## src/pllsc_pkg.sv

```systemverilog
// constants and field layout for the synthesizer serial control core
// Function
// - two 24-bit control words are filled from serial data and steer the core
// - the last bit of a frame picks the word: one to word one, zero to two
// - the shifted frame moves into the chosen word only while strobe is high
// - programming bits are captured only on the serial clock
// - standby input low runs the dividers, high holds them in standby
// - prescaler ratio select is forced low while standby input is high
// - reference phase comes from an 11-bit counter and a divide-by-two stage
// - divide-select zero divides reference by 2N, one divides by two
// - comparison divider uses 10-bit main and 7-bit swallow counters
// - word two holds the 17-bit total comparison ratio for 128/129 prescaler
// - charge pump drives high, floats or low by phase, inverted by sense bit
// - raise output goes low on lead when sense bit is zero, or on lag when sense bit is one
// - bit 20 takes the phase reference from the external reference pin
// - bit 19 gates the divided reference onto its output pin
// - bit 18 takes the comparison input from the shared pin as input
// - bit 12 high holds both reference buffer outputs low
// - lock output high while locked, bit 22 picks level or pulse
// - bit 16 picks rising or falling prescaler edge for counting
package pllsc_pkg;
    localparam int unsigned WORD_W       = 24;
    localparam logic [23:0] WORD_RST     = 24'h00_0000;
    localparam int unsigned SEL_BIT      = 23;
    // word one fields
    localparam int unsigned W1_DIV_SEL   = 0;
    localparam int unsigned W1_N_LSB     = 1;
    localparam int unsigned W1_N_W       = 11;
    localparam int unsigned W1_BUF_GATE  = 12;
    localparam int unsigned W1_PC_EDGE   = 16;
    localparam int unsigned W1_CMP_OUT   = 17;
    localparam int unsigned W1_EXT_CMP   = 18;
    localparam int unsigned W1_REF_OUT   = 19;
    localparam int unsigned W1_EXT_REF   = 20;
    localparam int unsigned W1_SENSE     = 21;
    localparam int unsigned W1_LOCK_MODE = 22;
    // word two fields
    localparam int unsigned W2_SWAL_LSB  = 0;
    localparam int unsigned W2_SWAL_W    = 7;
    localparam int unsigned W2_MAIN_LSB  = 7;
    localparam int unsigned W2_MAIN_W    = 10;
    localparam int unsigned W2_BAND_ONE  = 18;
    localparam int unsigned W2_BAND_TWO  = 19;
    // lock window in reference clock cycles of phase error
    localparam logic [7:0]  LOCK_WIN_CYC = 8'h04;
    typedef enum logic [0:0] {
        PLLSC_RUN     = 1'b0,
        PLLSC_STANDBY = 1'b1
    } pllsc_mode_t;
endpackage : pllsc_pkg

```

## src/pllsc_core.sv

```systemverilog
// synthesizer core: dividers, phase detector, lock and pin routing
`timescale 1ns/1ps
module pllsc_core
    import pllsc_pkg::*;
(
    input  wire logic  ref_clk_in,
    input  wire logic  rstn_in,
    input  wire logic  ser_clk_in,
    input  wire logic  ser_data_in,
    input  wire logic  strobe_in,
    input  wire logic  run_standby_in,
    input  wire logic  reference_osc_input_in,
    input  wire logic  prescaler_count_input_in,
    input  wire logic  external_ref_in,
    input  wire logic  band_two_or_ext_cmp_in,
    output logic       band_two_or_ext_cmp_out,
    output logic       band_two_or_ext_cmp_oe_out,
    output logic       band_one_or_cmp_out,
    output logic       prescaler_ratio_select_out,
    output logic       charge_pump_out,
    output logic       charge_pump_oe_out,
    output logic       raise_n_out,
    output logic       lower_n_out,
    output logic       lock_out,
    output logic       divided_ref_out,
    output logic       ref_buffer_out_a,
    output logic       ref_buffer_out_b
);
    logic [WORD_W-1:0]    word_one;
    logic [WORD_W-1:0]    word_two;
    pllsc_mode_t          mode_ff;
    logic                 run;
    logic                 ref_phase_signal;
    logic                 int_ref_evt;
    logic                 ext_ref_prev_ff;
    logic                 ext_cmp_prev_ff;
    logic                 pc_prev_ff;
    logic                 pc_evt;
    logic [W2_SWAL_W-1:0] swal_cnt_ff;
    logic [W2_MAIN_W-1:0] main_cnt_ff;
    logic [W2_SWAL_W-1:0] swal_load;
    logic [W2_MAIN_W-1:0] main_load;
    logic                 int_cmp_evt_ff;
    logic                 cmp_phase_signal_ff;
    logic                 ref_evt;
    logic                 cmp_evt;
    logic                 up_ff;
    logic                 dn_ff;
    logic                 up_set;
    logic                 dn_set;
    logic                 pfd_clear;
    logic [7:0]           err_cnt_ff;
    logic                 locked_ff;
    logic                 sense;

    pllsc_serial_port u_serial (
        .ref_clk_in   (ref_clk_in),
        .rstn_in      (rstn_in),
        .ser_clk_in   (ser_clk_in),
        .ser_data_in  (ser_data_in),
        .strobe_in    (strobe_in),
        .word_one_out (word_one),
        .word_two_out (word_two)
    );

    pllsc_ref_divider #(
        .CNT_W (W1_N_W)
    ) u_ref_div (
        .ref_clk_in    (ref_clk_in),
        .rstn_in       (rstn_in),
        .run_in        (run),
        .osc_in        (reference_osc_input_in),
        .div_two_in    (word_one[W1_DIV_SEL]),
        .n_in          (word_one[W1_N_LSB +: W1_N_W]),
        .ref_phase_out (ref_phase_signal),
        .ref_evt_out   (int_ref_evt)
    );

    always_ff @(posedge ref_clk_in or negedge rstn_in) begin
        if (!rstn_in) begin
            mode_ff <= PLLSC_STANDBY;
        end else begin
            unique case (run_standby_in)
                1'b0: mode_ff <= PLLSC_RUN;
                1'b1: mode_ff <= PLLSC_STANDBY;
            endcase
        end
    end

    assign run   = (mode_ff == PLLSC_RUN) && !run_standby_in;
    assign sense = word_one[W1_SENSE];

    // input edge history
    always_ff @(posedge ref_clk_in or negedge rstn_in) begin
        if (!rstn_in) begin
            ext_ref_prev_ff <= 1'b0;
            ext_cmp_prev_ff <= 1'b0;
            pc_prev_ff      <= 1'b0;
        end else begin
            ext_ref_prev_ff <= external_ref_in;
            ext_cmp_prev_ff <= band_two_or_ext_cmp_in;
            pc_prev_ff      <= prescaler_count_input_in;
        end
    end

    assign pc_evt = word_one[W1_PC_EDGE] ? (prescaler_count_input_in && !pc_prev_ff)
                                         : (!prescaler_count_input_in && pc_prev_ff);

    // ratio split: swallow low bits, main high bits
    assign swal_load = word_two[W2_SWAL_LSB +: W2_SWAL_W];
    assign main_load = word_two[W2_MAIN_LSB +: W2_MAIN_W];

    always_ff @(posedge ref_clk_in or negedge rstn_in) begin
        if (!rstn_in) begin
            swal_cnt_ff    <= '0;
            main_cnt_ff    <= '0;
            int_cmp_evt_ff <= 1'b0;
        end else if (!run) begin
            swal_cnt_ff    <= swal_load;
            main_cnt_ff    <= main_load;
            int_cmp_evt_ff <= 1'b0;
        end else begin
            int_cmp_evt_ff <= 1'b0;
            if (pc_evt) begin
                if (main_cnt_ff <= 10'h001) begin
                    swal_cnt_ff    <= swal_load;
                    main_cnt_ff    <= main_load;
                    int_cmp_evt_ff <= 1'b1;
                end else begin
                    main_cnt_ff <= main_cnt_ff - 1'b1;
                    if (swal_cnt_ff != '0) begin
                        swal_cnt_ff <= swal_cnt_ff - 1'b1;
                    end
                end
            end
        end
    end

    always_ff @(posedge ref_clk_in or negedge rstn_in) begin
        if (!rstn_in) begin
            prescaler_ratio_select_out <= 1'b0;
        end else begin
            prescaler_ratio_select_out <= run && !run_standby_in && (swal_cnt_ff != '0);
        end
    end

    // comparison phase signal halves the comparison events
    always_ff @(posedge ref_clk_in or negedge rstn_in) begin
        if (!rstn_in) begin
            cmp_phase_signal_ff <= 1'b0;
        end else if (!run) begin
            cmp_phase_signal_ff <= 1'b0;
        end else if (int_cmp_evt_ff) begin
            cmp_phase_signal_ff <= !cmp_phase_signal_ff;
        end
    end

    assign ref_evt = run && (word_one[W1_EXT_REF] ? (external_ref_in && !ext_ref_prev_ff)
                                                  : int_ref_evt);
    assign cmp_evt = run && (word_one[W1_EXT_CMP]
                             ? (band_two_or_ext_cmp_in && !ext_cmp_prev_ff)
                             : int_cmp_evt_ff);

    assign up_set    = up_ff || ref_evt;
    assign dn_set    = dn_ff || cmp_evt;
    assign pfd_clear = up_set && dn_set;

    // phase frequency detector
    always_ff @(posedge ref_clk_in or negedge rstn_in) begin
        if (!rstn_in) begin
            up_ff <= 1'b0;
            dn_ff <= 1'b0;
        end else if (!run || pfd_clear) begin
            up_ff <= 1'b0;
            dn_ff <= 1'b0;
        end else begin
            up_ff <= up_set;
            dn_ff <= dn_set;
        end
    end

    always_ff @(posedge ref_clk_in or negedge rstn_in) begin
        if (!rstn_in) begin
            charge_pump_out    <= 1'b0;
            charge_pump_oe_out <= 1'b0;
        end else begin
            charge_pump_oe_out <= up_ff ^ dn_ff;
            charge_pump_out    <= up_ff ^ sense;
        end
    end

    always_ff @(posedge ref_clk_in or negedge rstn_in) begin
        if (!rstn_in) begin
            raise_n_out <= 1'b1;
            lower_n_out <= 1'b1;
        end else begin
            raise_n_out <= !(sense ? (dn_ff && !up_ff) : (up_ff && !dn_ff));
            lower_n_out <= !(sense ? (up_ff && !dn_ff) : (dn_ff && !up_ff));
        end
    end

    always_ff @(posedge ref_clk_in or negedge rstn_in) begin
        if (!rstn_in) begin
            err_cnt_ff <= '0;
            locked_ff  <= 1'b0;
            lock_out   <= 1'b0;
        end else if (!run) begin
            err_cnt_ff <= '0;
            locked_ff  <= 1'b0;
            lock_out   <= 1'b0;
        end else begin
            if (pfd_clear) begin
                err_cnt_ff <= '0;
                locked_ff  <= (err_cnt_ff <= LOCK_WIN_CYC);
            end else if ((up_ff || dn_ff) && err_cnt_ff != 8'hff) begin
                err_cnt_ff <= err_cnt_ff + 1'b1;
            end
            if (word_one[W1_LOCK_MODE]) begin
                lock_out <= pfd_clear && (err_cnt_ff <= LOCK_WIN_CYC);
            end else begin
                lock_out <= locked_ff;
            end
        end
    end

    // pin routing
    always_ff @(posedge ref_clk_in or negedge rstn_in) begin
        if (!rstn_in) begin
            band_two_or_ext_cmp_out    <= 1'b0;
            band_two_or_ext_cmp_oe_out <= 1'b0;
            band_one_or_cmp_out        <= 1'b0;
            divided_ref_out            <= 1'b0;
            ref_buffer_out_a           <= 1'b0;
            ref_buffer_out_b           <= 1'b0;
        end else begin
            band_two_or_ext_cmp_oe_out <= !word_one[W1_EXT_CMP];
            band_two_or_ext_cmp_out    <= word_two[W2_BAND_TWO];
            band_one_or_cmp_out        <= word_one[W1_CMP_OUT] ? cmp_phase_signal_ff
                                                               : word_two[W2_BAND_ONE];
            divided_ref_out            <= word_one[W1_REF_OUT] && ref_phase_signal;
            ref_buffer_out_a           <= !word_one[W1_BUF_GATE] && reference_osc_input_in;
            ref_buffer_out_b           <= !word_one[W1_BUF_GATE] && reference_osc_input_in;
        end
    end
endmodule : pllsc_core

```

## src/pllsc_serial_port.sv

```systemverilog
// three-wire serial port filling the two control words
`timescale 1ns/1ps
module pllsc_serial_port
    import pllsc_pkg::*;
(
    input  wire logic              ref_clk_in,
    input  wire logic              rstn_in,
    input  wire logic              ser_clk_in,
    input  wire logic              ser_data_in,
    input  wire logic              strobe_in,
    output logic [WORD_W-1:0]      word_one_out,
    output logic [WORD_W-1:0]      word_two_out
);
    logic              sclk_prev_ff;
    logic [WORD_W-1:0] shift_ff;

    always_ff @(posedge ref_clk_in or negedge rstn_in) begin
        if (!rstn_in) begin
            sclk_prev_ff <= 1'b0;
            shift_ff     <= WORD_RST;
        end else begin
            sclk_prev_ff <= ser_clk_in;
            if (ser_clk_in && !sclk_prev_ff) begin
                shift_ff <= {ser_data_in, shift_ff[WORD_W-1:1]};
            end
        end
    end

    always_ff @(posedge ref_clk_in or negedge rstn_in) begin
        if (!rstn_in) begin
            word_one_out <= WORD_RST;
            word_two_out <= WORD_RST;
        end else if (strobe_in) begin
            if (shift_ff[SEL_BIT]) begin
                word_one_out <= shift_ff;
            end else begin
                word_two_out <= shift_ff;
            end
        end
    end
endmodule : pllsc_serial_port

```

## src/pllsc_ref_divider.sv

```systemverilog
// reference divider: 11-bit counter then divide by two
`timescale 1ns/1ps
module pllsc_ref_divider
    import pllsc_pkg::*;
#(
    parameter int unsigned CNT_W = W1_N_W
)
(
    input  wire logic              ref_clk_in,
    input  wire logic              rstn_in,
    input  wire logic              run_in,
    input  wire logic              osc_in,
    input  wire logic              div_two_in,
    input  wire logic [CNT_W-1:0]  n_in,
    output logic                   ref_phase_out,
    output logic                   ref_evt_out
);
    if (CNT_W < 2 || CNT_W > 16) begin : g_bad_cnt_w
        $error("CNT_W out of range");
    end

    logic             osc_prev_ff;
    logic [CNT_W-1:0] cnt_ff;
    logic             osc_rise;
    logic             tick;

    assign osc_rise = osc_in && !osc_prev_ff;
    // N counts, zero treated as one
    assign tick     = osc_rise && (div_two_in || (cnt_ff + 1'b1 >= n_in));

    always_ff @(posedge ref_clk_in or negedge rstn_in) begin
        if (!rstn_in) begin
            osc_prev_ff   <= 1'b0;
            cnt_ff        <= '0;
            ref_phase_out <= 1'b0;
            ref_evt_out   <= 1'b0;
        end else begin
            osc_prev_ff <= osc_in;
            ref_evt_out <= run_in && tick && !ref_phase_out;
            if (!run_in) begin
                cnt_ff        <= '0;
                ref_phase_out <= 1'b0;
            end else if (tick) begin
                cnt_ff        <= '0;
                ref_phase_out <= !ref_phase_out;
            end else if (osc_rise) begin
                cnt_ff <= cnt_ff + 1'b1;
            end
        end
    end
endmodule : pllsc_ref_divider

```

## config.mk

```make
export PLATFORM = sky130hd
export DESIGN_NAME = pllsc_core
export DESIGN_NICKNAME = d
export VERILOG_FILES = /design/src/pllsc_pkg.sv /design/src/pllsc_core.sv /design/src/pllsc_serial_port.sv /design/src/pllsc_ref_divider.sv
export SDC_FILE = /design/constraint.sdc
export NUM_CORES = 1
export LEC_CHECK = 0
export BUFFER_PORTS_ARGS = -buffer_cell sky130_fd_sc_hd__clkbuf_2
export CELL_PAD_IN_SITES_DETAIL_PLACEMENT = 2
export CELL_PAD_IN_SITES_GLOBAL_PLACEMENT = 2
export CORE_ASPECT_RATIO = 1.5
export CORE_MARGIN = 2
export CORE_UTILIZATION = 39
export DETAILED_ROUTE_END_ITERATION = 10
export GPL_TIMING_DRIVEN = 1
export PLACE_DENSITY_LB_ADDON = 0.1
export SLEW_MARGIN = 30
export SYNTH_ARGS = -nofsm -noshare
export SYNTH_HDL_FRONTEND = slang
export SYNTH_HIERARCHICAL = 1
export SYNTH_SLANG_ARGS = --single-unit
```

## constraint.sdc

```tcl
create_clock -name ref_clk_in -period 2.33 [get_ports ref_clk_in]
set_input_delay 0.466 -clock ref_clk_in [delete_from_list [all_inputs] [get_ports ref_clk_in]]
set_output_delay 0.466 -clock ref_clk_in [all_outputs]
set_load 0.01 [all_outputs]
```

# Word-level counts from Yosys, hierarchy flattened
# Index checks and enable logic that the tools add are counted.
# W data, S select, Z words.
[op_classes]
bitwise = 5
eq_ne = 8
reduce_logical = 46
n_lt_le_gt_ge = 3
n_div = 0
shifts = 0
n_mux = 33
n_mul = 0
addsub = 4
[op_table]
columns = ["cell", "n"]
rows = [
  ["$mux W11", 3],
  ["$mux W10", 3],
  ["$mux W7", 4],
  ["$mux W8", 3],
  ["$logic_and A1 B1 Y1", 21],
  ["$mux W1", 19],
  ["$logic_not A1 Y1", 16],
  ["$add A11 B1 Y11 const B", 1],
  ["$ge A11 B11 Y1", 1],
  ["$le A10 B1 Y1 const B", 1],
  ["$sub A10 B1 Y10 const B", 1],
  ["$ne A3 B1 Y1 const B", 3],
  ["$add A8 B1 Y8 const B", 1],
  ["$le A8 B3 Y1 const B", 1],
  ["$ne A2 B1 Y1 const B", 4],
  ["$ne A8 B8 Y1 const B", 1],
  ["$reduce_bool A7 Y1", 1],
  ["$sub A7 B1 Y7 const B", 1],
  ["$reduce_and A2 Y1", 3],
  ["$logic_or A1 B1 Y1", 5],
  ["$not A1 Y1", 3],
  ["$pmux W1 S2", 1],
  ["$xor A1 B1 Y1", 2],
]
[totals]
n_memories = 0
ram_bits = 0
latchBits = 0
register_bits = 127
rom_bits = 0
word_cells = 130

# Longest topological paths before layout
[depth]
ltp_word = 9
ltp_mapped = 11
mapped_depth_nobuf = 10

# Modules after synthesis
# Netlist, hierarchy kept.
[modules_own_cells]
columns = ["mod", "n_inst", "cells_per_inst", "seq_area_each_um2", "area_each_um2"]
rows = [
  ["pllsc_serial_port", 1, 156, 1801.7, 2821.5],
  ["pllsc_core", 1, 231, 1129.8, 2303.5],
  ["pllsc_ref_divider", 1, 132, 350.3, 1129.8],
]

# Worst setup path before layout
# OpenSTA, ideal clock, no wires.
[synth_path]
path_kind = "reg2reg"
startpoint = "reg u_ref_div.cnt_ff[0]"
endpoint = "reg u_ref_div.cnt_ff[3]"
path_slack_ps = -256
stages_incl_launch_ff = 12
setup_ps = 82
arrival_ps = 2504
path_cell_list = "dfrtp_1 ha_1 nand3_2 nor3_2 xor2_1 ha_1 a211oi_1 o21ai_1 a221oi_4 buf_6 nand3_2 a31oi_1"
[synth_between]
elab_chain_len = 6
elab_cells_between_ends = 8
cone_classes = "add/sub (1); order compare (1); eq/ne (1); mux (3); reduce/logical (2)"
[synth_rtl]
columns = ["element", "line_no", "source"]
rows = [
  ["start: declaration", "pllsc_ref_divider.sv:23", "logic [CNT_W-1:0] cnt_ff;"],
  ["start signal: assignment", "pllsc_ref_divider.sv:47", "cnt_ff <= cnt_ff + 1'b1;"],
  ["$add A11 B1 Y11 *", "pllsc_ref_divider.sv:29, pllsc_ref_divider.sv:47", ""],
  ["$ge A11 B11 Y1", "pllsc_ref_divider.sv:29", "assign tick = osc_rise && (div_two_in || (cnt_ff + 1'b1 >= n_in));"],
  ["$logic_or A1 B1 Y1", "pllsc_ref_divider.sv:29", ""],
  ["$logic_and A1 B1 Y1", "pllsc_ref_divider.sv:29", ""],
  ["$mux W11", "pllsc_ref_divider.sv:43", "end else if (tick) begin"],
  ["$mux W11", "pllsc_ref_divider.sv:40", "if (!run_in) begin"],
]
# Mark *: on every way between the ends. The rest lies on a longest branch, timed or not. The select of a mux whose other input is x is not followed.
# A chain may end at the register's enable or synchronous reset.

# Worst setup path after layout
[layout_path]
startpoint = "reg u_ref_div.cnt_ff[1]"
endpoint = "reg u_ref_div.ref_phase_out"
[layout_between]
elab_chain_len = 5
[layout_rtl]
columns = ["element", "line_no", "source"]
rows = [
  ["$add A11 B1 Y11", "pllsc_ref_divider.sv:29", ""],
  ["$ge A11 B11 Y1", "pllsc_ref_divider.sv:29", ""],
  ["$logic_or A1 B1 Y1", "pllsc_ref_divider.sv:29", ""],
  ["$logic_and A1 B1 Y1", "pllsc_ref_divider.sv:29", ""],
  ["$ne A2 B1 Y1 (no line)", "-", ""],
  ["end signal: assignment", "pllsc_ref_divider.sv:45", "ref_phase_out <= !ref_phase_out;"],
  ["end: declaration", "pllsc_ref_divider.sv:15", "output logic ref_phase_out,"],
]
# No other way between the ends.

==> impl_metrics.csv <==
group,metric,value,unit
worst_setup_path,critPathLaunchType,"register",
routing,ant_nets,0,
worst_setup_path,crit_chain,"ha_4 > nand3_4 > nor3_4 > xor2_1 > ha_1 > a211oi_2 > o21ai_2 > a221oi_4 > buf_12 > nor4_2 > nand2b_1",
worst_setup_path,worstReg2RegEnd,"u_ref_div/ref_phase_out",
cells_and_area,final_common_cell,"dfrtp_1",
worst_setup_path,r2r_slack,-0.13,ns
cells_and_area,final_cell_mix,"dfrtp_1 (114), mux2_2 (47), buf_4 (38)",
routing,drc,0,
cells_and_area,num_antenna_cells,0,
synthesis,synth_nets,531,
routing,routed_wl,15.4,mm
sta,tns,-0.952,ns
synthesis,ys_warn_count,6,
power_and_ir_drop,cellPowerDensity,1080,nW/µm²
sta,hold_viol_final,0,
worst_setup_path,worst_path_max_delay_cell,"dfrtp_2",
worst_setup_path,slowest_delay,0.42,ns
sta,fin_crit_sh,1.06,
worst_setup_path,end_kind,"register",
routing,vias,4110,
sta,worst_slack,-0.130,ns
clock_tree,htreeDepth,4,
worst_setup_path,crit_cells,11,
routing,viasPerCell,5.33,
place,dp.cells,736,
global_route,grt_max_degree,46,
sta,finalMaxSlewViolations,0,
die,dieArea,16300,µm²
run_status,status,"complete, but fails checks",
global_route,groute.usage.overall,0.206,
run,cap_violations,0,
sta,setup_viol,13,
place,io_buffers,21,
global_route,grt_pass1_vias,4810,
clock_tree,cts_made_buffers,17,
worst_setup_path,r2r_start,"u_ref_div/cnt_ff[1]",
global_route,gr-total-overflow,0,
global_route,grt_pass1_wl,25.9,mm
routing,routedWlPerCell,20.0,µm
sta,hold_ws,0.0768,ns
sta,worstMarginPinSlew,0.814,ns
clock_tree,cts_root_buf,"clkbuf_16",
global_route,antenna_found_initial,0,
die,num_rows,55,
synthesis,synthCells,501,
routing,firstDrtPassIters,4,
worst_setup_path,cp.arrival,2.76,ns
sta,worst_clock_skew,0.00947,ns
place,hpwl,10.9,mm
worst_setup_path,required,2.63,ns
die,die_h,155,µm
worst_setup_path,critPathCapture,"u_ref_div/ref_phase_out",
sta,max_slew_margin,0.454,
sta,finalCriticalPeriod,2.46,ns
cells_and_area,drive_gt1_frac,0.327,
worst_hold_path,hold_path_class,"in2async",
run_status,violations,"negative setup slack",
clock_tree,clkTransAtPathRegs,0.06,ns
worst_setup_path,critPathKind,"reg2reg",
worst_setup_path,path_buf_inv,1,
die,floorplan.io_pins,22,
routing,dr.first_iter.drc_count,142,
worst_setup_path,path_max_fanout,15,
clock_tree,clk_latency,0.41,ns
synthesis,netlist_area,5950,µm²
clock_tree,clock_path_buffers,2,
cells_and_area,final_cells,771,
power_and_ir_drop,power_leakage,0.00331,µW
place,pre_cts_ws,-0.244,ns
worst_setup_path,crit_path_start,"u_ref_div/cnt_ff[1]",
clock_tree,cts_tree,"yes",
sta,fmax,0.407,GHz
clock_tree,clock-sinks,123,
worst_setup_path,cp_top_family,"compound AO/OA/AOI/OAI gates",
place,gp_congestion,0.837,
die,start_util,0.396,
cells_and_area,final_util,0.475,
cells_and_area,final_net_count,589,
power_and_ir_drop,ir_worst_vdd,0.433,mV
die,coreArea,15000,µm²
die,die_width,105,µm
synthesis,synth.avg_cell_area,11.9,µm²
worst_setup_path,r2r_cells,11,
sta,grt_setup_unrepaired,"yes",
cells_and_area,area_growth,19.8,%
metrics by stage:
stage / instance area [µm²] / total power [µW]
detailed placement: 6460 / 5000
CTS: 7100 / 7840
global route: 7120 / 8170
global placement: 6460 / 4870
floorplan: 5980 / 4350
finish: 7120 / 7730
worst min path at each step:
stage / to / slack [ns] / cells after the start
CTS: err_cnt_ff[2] / 0.09 / 1
finish: err_cnt_ff[2] / 0.08 / 1
global placement: band_two_or_ext_cmp_out / 0.36 / 0
floorplan: band_one_or_cmp_out / 0.17 / 0
global route: err_cnt_ff[2] / 0.10 / 1
detailed placement: band_two_or_ext_cmp_out / 0.38 / 0
power breakdown:
| part | switching [µW] | total [µW] | internal (µW) |
|---|---|---|---|
| Clock | 995 | 2740 | 1750 |
| Sequential | 442 | 3090 | 2640 |
| Combinational | 974 | 1900 | 927 |
| Total | 2410 | 7730 | 5320 |
per-layer routing:
layer / routed length [µm] / share of wire / GRT usage
met1: 5850 / 0.38 / 0.219
met2: 9020 / 0.59 / 0.404
met3: 261 / 0.017 / 0.0381
met4: 273 / 0.018 / 0.0654
met5: 0 / 0 / 0
worst reg2reg max path, cell delays in order, from the launching register on:
cell      delay, ns
dfrtp_2        0.42
ha_4           0.17
nand3_4        0.11
nor3_4         0.13
xor2_1         0.22
ha_1           0.31
a211oi_2       0.23
o21ai_2        0.10
a221oi_4       0.23
buf_12         0.19
nor4_2         0.07
nand2b_1       0.17
area by class of cell:
cell class	instances	area [µm²]
clock buffers	19	453
clock inverters	13	165
fillers	1544	7880
inverters	30	113
multi-input cells	326	2610
flip-flops and latches	123	3090
well taps	199	249
repair buffers	61	445
state kept, by name, summed over array words and instances, names as in the netlist, 7 cells and up:
name	count
err_cnt_ff	8
main_cnt_ff	10
swal_cnt_ff	7
u_ref_div/cnt_ff	11
u_serial/shift_ff	24
u_serial/word_one_out	20
u_serial/word_two_out	19
repair_timing:
item                                   in CTS  in global routing
hold buffers                                0                  0
endpoints found under the hold margin       0                  0
setup buffers                               1                  2
pin swaps                                   2                  3
setup endpoints to repair                  13                 13
resized for setup                           6                  4
Note: power is estimated with default switching activity, not from simulation.
